===== src/hw/pin_irq_pkg.sv =====
package pin_irq_pkg;
    localparam int CHANNELS = 8;
    localparam int ADDR_W = 12;
    localparam int DATA_W = 32;

    // ************************************************************
    // register offsets
    // ************************************************************
    localparam logic [11:0] OFS_MODE_SELECT = 12'h000;
    localparam logic [11:0] OFS_RL_ENABLE = 12'h004;
    localparam logic [11:0] OFS_RL_SET = 12'h008;
    localparam logic [11:0] OFS_RL_CLEAR = 12'h00c;
    localparam logic [11:0] OFS_FAL = 12'h010;
    localparam logic [11:0] OFS_FAL_SET = 12'h014;
    localparam logic [11:0] OFS_FAL_CLEAR = 12'h018;
    localparam logic [11:0] OFS_RISE_FLAGS = 12'h01c;
    localparam logic [11:0] OFS_FALL_FLAGS = 12'h020;
    localparam logic [11:0] OFS_STATUS = 12'h024;
    localparam logic [11:0] OFS_PM_CONTROL = 12'h028;
    localparam logic [11:0] OFS_PM_SOURCE = 12'h02c;
    localparam logic [11:0] OFS_PM_CONFIG = 12'h030;
    localparam logic [11:0] OFS_EVT_STATUS = 12'h040;
    localparam logic [11:0] OFS_EVT_CLEAR = 12'h044;
    localparam logic [11:0] OFS_EVT_ENABLE = 12'h048;

    // ************************************************************
    // fields and reset values
    // ************************************************************
    localparam int CHAN_LSB = 0;
    localparam int CHAN_MSB = 7;
    localparam logic [7:0] CHAN_RESET = 8'h00;
    localparam logic [31:0] WORD_RESET = 32'h0000_0000;
    localparam int EVT_W = 2;
    localparam int EVT_BAD_ADDR = 0;
    localparam int EVT_RL_CHANGE = 1;
    localparam logic [1:0] EVT_RESET = 2'h0;
    localparam logic MODE_EDGE = 1'b0;
    localparam logic MODE_LEVEL = 1'b1;
endpackage


===== src/hw/pin_irq_mode_enable_regs.sv =====
// Strobed register access was decided locally.
`timescale 1ns/1ps
// Notes on behaviour
// there are eight channels, each with one bit choosing edge or level sensing.
// the mode register holds the mode bits in 7:0, 0 meaning edge and 1 meaning level.
// in edge mode the rise-or-level enable bit enables rising edge interrupts.
// in level mode the rise-or-level enable bit enables the level interrupt.
// in level mode the fall-or-active-level bit gives the active polarity.
// the rise-or-level enable register keeps eight read/write bits reset to 0.
// writing ones to offset 0x008 sets the matching enable bits, zeros leave them.
// mode sits at 0x000 and rise-or-level enable at 0x004, both read/write reset 0.
// a write-only clear port for the enable bits sits at 0x00c.
// fall-or-active-level is read/write at 0x010 with set and clear ports at 0x014, 0x018.
// rising flags at 0x01c, falling flags at 0x020 and status at 0x024 are read/write reset 0.
// pattern control 0x028, slice source 0x02c, slice config 0x030, read/write reset 0.
// writing ones to the enable-clear port clears the matching enable bits.
// a fall-or-active-level bit of 0 means falling disabled or active low, 1 the opposite.
// write-only ports and reserved bits 31:8 read as zero and ignore writes.
module pin_irq_mode_enable_regs
    import pin_irq_pkg::*;
(
    input wire logic clk_sys,
    input wire logic reset_n,
    input wire logic [pin_irq_pkg::ADDR_W-1:0] reg_addr,
    input wire logic [pin_irq_pkg::DATA_W-1:0] reg_wdata,
    input wire logic reg_write,
    input wire logic reg_read,
    output logic [pin_irq_pkg::DATA_W-1:0] reg_rdata,
    output logic [pin_irq_pkg::CHANNELS-1:0] channel_mode_bits,
    output logic [pin_irq_pkg::CHANNELS-1:0] rise_level_enable_bits,
    output logic [pin_irq_pkg::CHANNELS-1:0] fall_active_level_bits,
    output logic [pin_irq_pkg::CHANNELS-1:0] rise_edge_enable,
    output logic [pin_irq_pkg::CHANNELS-1:0] fall_edge_enable,
    output logic [pin_irq_pkg::CHANNELS-1:0] level_enable,
    output logic [pin_irq_pkg::CHANNELS-1:0] level_active_high,
    output logic [pin_irq_pkg::DATA_W-1:0] rising_flags_word,
    output logic [pin_irq_pkg::DATA_W-1:0] falling_flags_word,
    output logic [pin_irq_pkg::DATA_W-1:0] status_word,
    output logic [pin_irq_pkg::DATA_W-1:0] pm_control_word,
    output logic [pin_irq_pkg::DATA_W-1:0] pm_source_word,
    output logic [pin_irq_pkg::DATA_W-1:0] pm_config_word,
    output logic irq
);
    import pin_irq_pkg::*;

    // ************************************************************
    // state
    // ************************************************************
    typedef struct packed {
        logic [CHANNELS-1:0] mode;
        logic [CHANNELS-1:0] rl_en;
        logic [CHANNELS-1:0] fal;
        logic [DATA_W-1:0] rise_flags;
        logic [DATA_W-1:0] fall_flags;
        logic [DATA_W-1:0] status;
        logic [DATA_W-1:0] pm_ctrl;
        logic [DATA_W-1:0] pm_src;
        logic [DATA_W-1:0] pm_cfg;
        logic [EVT_W-1:0] evt;
        logic [EVT_W-1:0] evt_en;
        logic [DATA_W-1:0] rdata;
    } state_t;

    state_t state_r;
    state_t state_nxt;

    // byte address to a known-register hit
    function automatic logic is_mapped(input logic [ADDR_W-1:0] a);
        case (a)
            OFS_MODE_SELECT, OFS_RL_ENABLE, OFS_RL_SET, OFS_RL_CLEAR,
            OFS_FAL, OFS_FAL_SET, OFS_FAL_CLEAR, OFS_RISE_FLAGS,
            OFS_FALL_FLAGS, OFS_STATUS, OFS_PM_CONTROL, OFS_PM_SOURCE,
            OFS_PM_CONFIG, OFS_EVT_STATUS, OFS_EVT_CLEAR, OFS_EVT_ENABLE: is_mapped = 1'b1;
            default: is_mapped = 1'b0;
        endcase
    endfunction

    // zero-extend a channel vector to a bus word
    function automatic logic [DATA_W-1:0] chan_word(input logic [CHANNELS-1:0] v);
        chan_word = WORD_RESET;
        chan_word[CHAN_MSB:CHAN_LSB] = v;
    endfunction

    logic [CHANNELS-1:0] wbits;
    logic [EVT_W-1:0] evt_hit;

    // ************************************************************
    // next state
    // ************************************************************
    always_comb begin
        state_nxt = state_r;
        wbits = reg_wdata[CHAN_MSB:CHAN_LSB];
        evt_hit = EVT_RESET;
        state_nxt.rdata = WORD_RESET;
        if (reg_write) begin
            case (reg_addr)
                OFS_MODE_SELECT: state_nxt.mode = wbits;
                OFS_RL_ENABLE: state_nxt.rl_en = wbits;
                OFS_RL_SET: state_nxt.rl_en = state_r.rl_en | wbits;
                OFS_RL_CLEAR: state_nxt.rl_en = state_r.rl_en & ~wbits;
                OFS_FAL: state_nxt.fal = wbits;
                OFS_FAL_SET: state_nxt.fal = state_r.fal | wbits;
                OFS_FAL_CLEAR: state_nxt.fal = state_r.fal & ~wbits;
                OFS_RISE_FLAGS: state_nxt.rise_flags = chan_word(wbits);
                OFS_FALL_FLAGS: state_nxt.fall_flags = chan_word(wbits);
                OFS_STATUS: state_nxt.status = chan_word(wbits);
                // pattern engine words are kept whole; their fields live elsewhere
                OFS_PM_CONTROL: state_nxt.pm_ctrl = reg_wdata;
                OFS_PM_SOURCE: state_nxt.pm_src = reg_wdata;
                OFS_PM_CONFIG: state_nxt.pm_cfg = reg_wdata;
                OFS_EVT_ENABLE: state_nxt.evt_en = reg_wdata[EVT_W-1:0];
                default: ;
            endcase
            if (state_nxt.rl_en != state_r.rl_en) begin
                evt_hit[EVT_RL_CHANGE] = 1'b1;
            end
        end
        if ((reg_write || reg_read) && !is_mapped(reg_addr)) begin
            evt_hit[EVT_BAD_ADDR] = 1'b1;
        end
        // clear first, then set, so a same-cycle event survives
        if (reg_write && reg_addr == OFS_EVT_CLEAR) begin
            state_nxt.evt = state_r.evt & ~reg_wdata[EVT_W-1:0];
        end
        state_nxt.evt = state_nxt.evt | evt_hit;
        if (reg_read) begin
            case (reg_addr)
                OFS_MODE_SELECT: state_nxt.rdata = chan_word(state_r.mode);
                OFS_RL_ENABLE: state_nxt.rdata = chan_word(state_r.rl_en);
                OFS_FAL: state_nxt.rdata = chan_word(state_r.fal);
                OFS_RISE_FLAGS: state_nxt.rdata = state_r.rise_flags;
                OFS_FALL_FLAGS: state_nxt.rdata = state_r.fall_flags;
                OFS_STATUS: state_nxt.rdata = state_r.status;
                OFS_PM_CONTROL: state_nxt.rdata = state_r.pm_ctrl;
                OFS_PM_SOURCE: state_nxt.rdata = state_r.pm_src;
                OFS_PM_CONFIG: state_nxt.rdata = state_r.pm_cfg;
                OFS_EVT_STATUS: state_nxt.rdata = {30'h0000_0000, state_r.evt};
                OFS_EVT_ENABLE: state_nxt.rdata = {30'h0000_0000, state_r.evt_en};
                default: state_nxt.rdata = WORD_RESET;
            endcase
        end
    end

    always_ff @(posedge clk_sys or negedge reset_n) begin
        if (!reset_n) begin
            state_r <= '0;
        end else begin
            state_r <= state_nxt;
        end
    end

    // ************************************************************
    // outputs
    // ************************************************************
    assign reg_rdata = state_r.rdata;
    assign channel_mode_bits = state_r.mode;
    assign rise_level_enable_bits = state_r.rl_en;
    assign fall_active_level_bits = state_r.fal;
    assign rise_edge_enable = state_r.rl_en & ~state_r.mode;
    assign fall_edge_enable = state_r.fal & ~state_r.mode;
    assign level_enable = state_r.rl_en & state_r.mode;
    assign level_active_high = state_r.fal & state_r.mode;
    assign rising_flags_word = state_r.rise_flags;
    assign falling_flags_word = state_r.fall_flags;
    assign status_word = state_r.status;
    assign pm_control_word = state_r.pm_ctrl;
    assign pm_source_word = state_r.pm_src;
    assign pm_config_word = state_r.pm_cfg;
    assign irq = |(state_r.evt & state_r.evt_en);
endmodule


===== config.mk =====
export PLATFORM = sky130hd
export DESIGN_NAME = pin_irq_mode_enable_regs
export DESIGN_NICKNAME = d
export VERILOG_FILES = /design/src/hw/pin_irq_pkg.sv /design/src/hw/pin_irq_mode_enable_regs.sv
export SDC_FILE = /design/constraint.sdc
export NUM_CORES = 1
export LEC_CHECK = 0
export BUFFER_PORTS_ARGS = -buffer_cell sky130_fd_sc_hd__buf_2
export CORE_MARGIN = 10
export CORE_UTILIZATION = 42
export CTS_BUF_LIST = sky130_fd_sc_hd__clkbuf_8
export CTS_CLUSTER_SIZE = 40
export DETAILED_ROUTE_END_ITERATION = 10
export GPL_TIMING_DRIVEN = 0
export PLACE_DENSITY = 0.68
export SKIP_LAST_GASP = 1
export SYNTH_ARGS = -nofsm -noshare
export SYNTH_HDL_FRONTEND = slang
export SYNTH_SLANG_ARGS = --single-unit

===== constraint.sdc =====
create_clock -name clk_sys -period 1.9 [get_ports clk_sys]
set_input_delay 0.285 -clock clk_sys [delete_from_list [all_inputs] [get_ports clk_sys]]
set_output_delay 0.285 -clock clk_sys [all_outputs]
set_load 0.005 [all_outputs]

==> flow_summary.ini <==
[timing]
max_freq_mhz = 551.1
skew_ns = 0.01903
slew_headroom = 0.5243
layout_min_cycle_time_ns = 1.815
report.final.slew_viol_count = 0
finalSetupTns_ns = 0
finalCritPeriodShare = 0.9551
setup_slack_ns = 0.08530
finalSetupViolCount = 0
timing.hold.ws_ns = 0.05454
rsz0062_at_grt = no
hold_viol_final = 0
worstMarginPinSlew_ns = 0.7109

[clocking]
cts_tree = yes
cts_inserted_buffers = 17
cts_max_level = 4
root_buffer = clkbuf_8
insertion_delay_ns = 0.48
clkSlewWorstSetupHoldPaths_ns = 0.11
cts_sinks = 180
clk_path_buf_depth = 2

[setup_path]
critPathMaxStageDelay_ns = 0.57
critical_path_arrival_ns = 2.19
critical_path_class = in2reg
worst_setup_path_start_kind = primary input
cp.required_ns = 2.27
crit_slowest_cell = nor4_4
cp_max_fo = 8
cp.buffers_inverters = 1
cp-end-kind = flip-flop
path_cells = buf_2 -> nor4_4 -> nand2_4 -> nor4_4 -> nand2_4 -> mux2_4
critical_path.top_delay_family = simple AND/OR/NAND/NOR gates

[place]
portBuffers = 249
dpl.hpwl_um = 23930
dp_slack_ns = -0.6339
gp_congestion = 0.9158
dp_cells = 1618

[synth]
synth_edf_count = 0
syn_inst = 973
ys_types = 58
ys_async_sr_fraction = 1.000
avgSynthCellArea_um2 = 10.62
netlist_area_um2 = 10330
yosysWarnings = 0
ys_ff_latch = 180
synth_ff_type = dfrtp_1
ys_seq_area_frac = 0.4358

[cells_and_area]
fin_cells = 1662
fin_util = 0.5283
drive_above_1_share = 0.5382
syn_to_final_growth_pct = 23.95
layout.nets = 1371
fillers = 2243

[drt]
drt_iter0_markers = 605
wl_met1_um = 12610
wl_met3_um = 2753
drt-wirelength-per-cell_um = 18.88
wl_met2_um = 15440
top_layer = met5
viasPerCell = 4.852
drc_errors = 0
drt-total-wl_um = 31390
vias = 8064
dr.pass1.iters = 6
ant_nets = 0

[floorplanning]
fp.dieH_um = 176.9
initial_utilization = 0.4262
core_area_um2 = 24250
ioPinCount = 329
die_w_um = 176.9
fp.dieArea_um2 = 31280
num_rows = 57

[run_status]
status = finished, final reports clean

[power_and_ir_drop]
peakVddDrop_v = 0.0004220
p_leak_nw = 7.124
p_per_area_nw_per_um2 = 563.1

[global_route]
antenna_found_initial = 3
grt_pass1_wl_um = 47270
grt_max_degree = 119
grt_pass1_vias = 8162
track_usage = 0.1937
overflow = 0

[run]
max_cap_violations = 0

[worst_hold_path]
worstHoldPathType = in2reg
kinds of logic (layout without fill, tap and decap cells):
| kind of cell | after synthesis | in the layout | share of synthesized area |
|---|---|---|---|
| AOI/OAI and AO/OA | 147 | 147 | 0.09649 |
| muxes | 136 | 136 | 0.1551 |
| other | 1 | 74 | 0.0003628 |
| and+or+nand+nor | 195 | 195 | 0.1016 |
| DFF | 180 | 180 | 0.4358 |
| xor gates and xnor gates | 2 | 2 | 0.001695 |
| buffers and inverters | 312 | 604 | 0.2090 |
final timing paths:
kind                            slack, ns  cells after the start             startpoint                   end
worst min-delay path                 0.05                      2          reg_wdata[23]    pm_config_word[23]
max in group asynchronous            0.61                      3                reset_n     pm_config_word[3]
worst max-delay path                 0.09                      6           reg_addr[11]  rising_flags_word[0]
min in group asynchronous            0.33                      2                reset_n         reg_rdata[13]
worst min register to register       0.52                      2     pm_control_word[6]    pm_control_word[6]
worst max register to register       0.16                      4  falling_flags_word[2]          reg_rdata[2]
flip-flops by register name, summed over array words and instances, names as in the netlist:
signal,cells
pm_config_word,32
rising_flags_word,8
reg_rdata,32
pm_source_word,32
status_word,8
pm_control_word,32
rise_level_enable_bits,8
falling_flags_word,8
fall_active_level_bits,8
channel_mode_bits,8
state_r,4
Yosys cell counts (all sizes together) (3+ instances only):
cell / number / area, um2
a22o: 10 / 87.58
nor3: 7 / 57.55
a221oi: 4 / 35.03
dfrtp: 180 / 4504
mux2: 127 / 1438
a31oi: 8 / 50.05
a22oi: 27 / 202.7
clkbuf: 20 / 75.07
a222oi: 6 / 60.06
nor2b: 25 / 156.4
nor2: 47 / 183.9
mux2i: 3 / 30.03
inv: 12 / 45.04
mux4: 6 / 135.1
buf: 279 / 2036
or4: 4 / 33.78
and2: 19 / 121.4
nor4: 7 / 88.83
o31ai: 8 / 60.06
nand2: 60 / 242.7
a221o: 8 / 80.08
o21ai: 55 / 275.3
a21oi: 7 / 35.03
nand4: 5 / 31.28
nand3: 11 / 55.05
worst reg2reg max path, stage by stage, from the launching register on:
cell	delay, ns
dfrtp_1	0.43
mux4_2	0.48
a22o_1	0.27
a222oi_1	0.34
a21oi_1	0.11
power by group:
| part | total [mW] | internal (mW) | switching, mW | leakage, nW |
|---|---|---|---|---|
| sequential | 3.88 | 3.85 | 0.0287 | 2.47 |
| clock | 2.67 | 1.01 | 1.66 | 0.203 |
| combinational | 0.662 | 0.278 | 0.384 | 4.45 |
layer usage:
| layer | track usage | vias to the layer above |
|---|---|---|
| met5 | 0 | - |
| met4 | 0.05744 | 2 |
| met3 | 0.05057 | 41 |
| met2 | 0.3253 | 354 |
| met1 | 0.2397 | 3915 |
| li1 | - | 3752 |
cell type report:
type / instances / area, um2 / share of cell area
Sequential cell: 180 / 4504 / 0.3516
Multi-Input combinational cell: 552 / 3946 / 0.3081
Buffer: 298 / 2112 / 0.1649
Timing Repair Buffer: 261 / 1381 / 0.1078
Tap cell: 324 / 405.4 / 0.03165
Clock buffer: 17 / 234.0 / 0.01827
Clock inverter: 15 / 172.7 / 0.01348
Inverter: 13 / 48.80 / 0.003809
Antenna cell: 2 / 5.005 / 0.0003907
repair_timing:
| item | in CTS | in global routing |
|---|---|---|
| setup buffers | 3 | 7 |
| hold buffers | 1 | 0 |
| setup endpoints to repair | 24 | 42 |
| hold endpoints to repair | 62 | 0 |
| gates cloned | 0 | 0 |
| pin swaps | 1 | 2 |
| gates resized for setup | 1 | 7 |
metrics by stage:
| step | instance area, um2 | power, mW |
|---|---|---|
| after global routing | 12810 | 7.503 |
| final | 12810 | 7.213 |
| after detailed placement | 12290 | 4.594 |
| after global placement | 12250 | 4.581 |
| after CTS | 12730 | 7.258 |
| after floorplan | 10600 | 4.326 |
cells in the final DEF (no fill, tap or decap), types with 4 or more instances in the layout:
| cell | n |
|---|---|
| nand4_1 | 5 |
| nor2_1 | 46 |
| a221o_1 | 8 |
| a21oi_1 | 7 |
| nor4_1 | 4 |
| a221oi_1 | 4 |
| nand3_1 | 11 |
| a31oi_1 | 8 |
| buf_2 | 271 |
| inv_8 | 5 |
| clkinv_8 | 4 |
| a22oi_1 | 27 |
| a222oi_1 | 6 |
| mux2_2 | 125 |
| and2_1 | 18 |
| inv_1 | 12 |
| dfrtp_1 | 180 |
| o21ai_0 | 53 |
| mux4_2 | 6 |
| buf_4 | 259 |
| conb_1 | 72 |
| a22o_1 | 10 |
| nand2_1 | 57 |
| clkbuf_8 | 17 |
| nor2b_1 | 25 |
| clkbuf_1 | 16 |
| nor3_1 | 5 |
| o31ai_1 | 8 |
| inv_6 | 5 |
(Power assumes the default switching activity.)
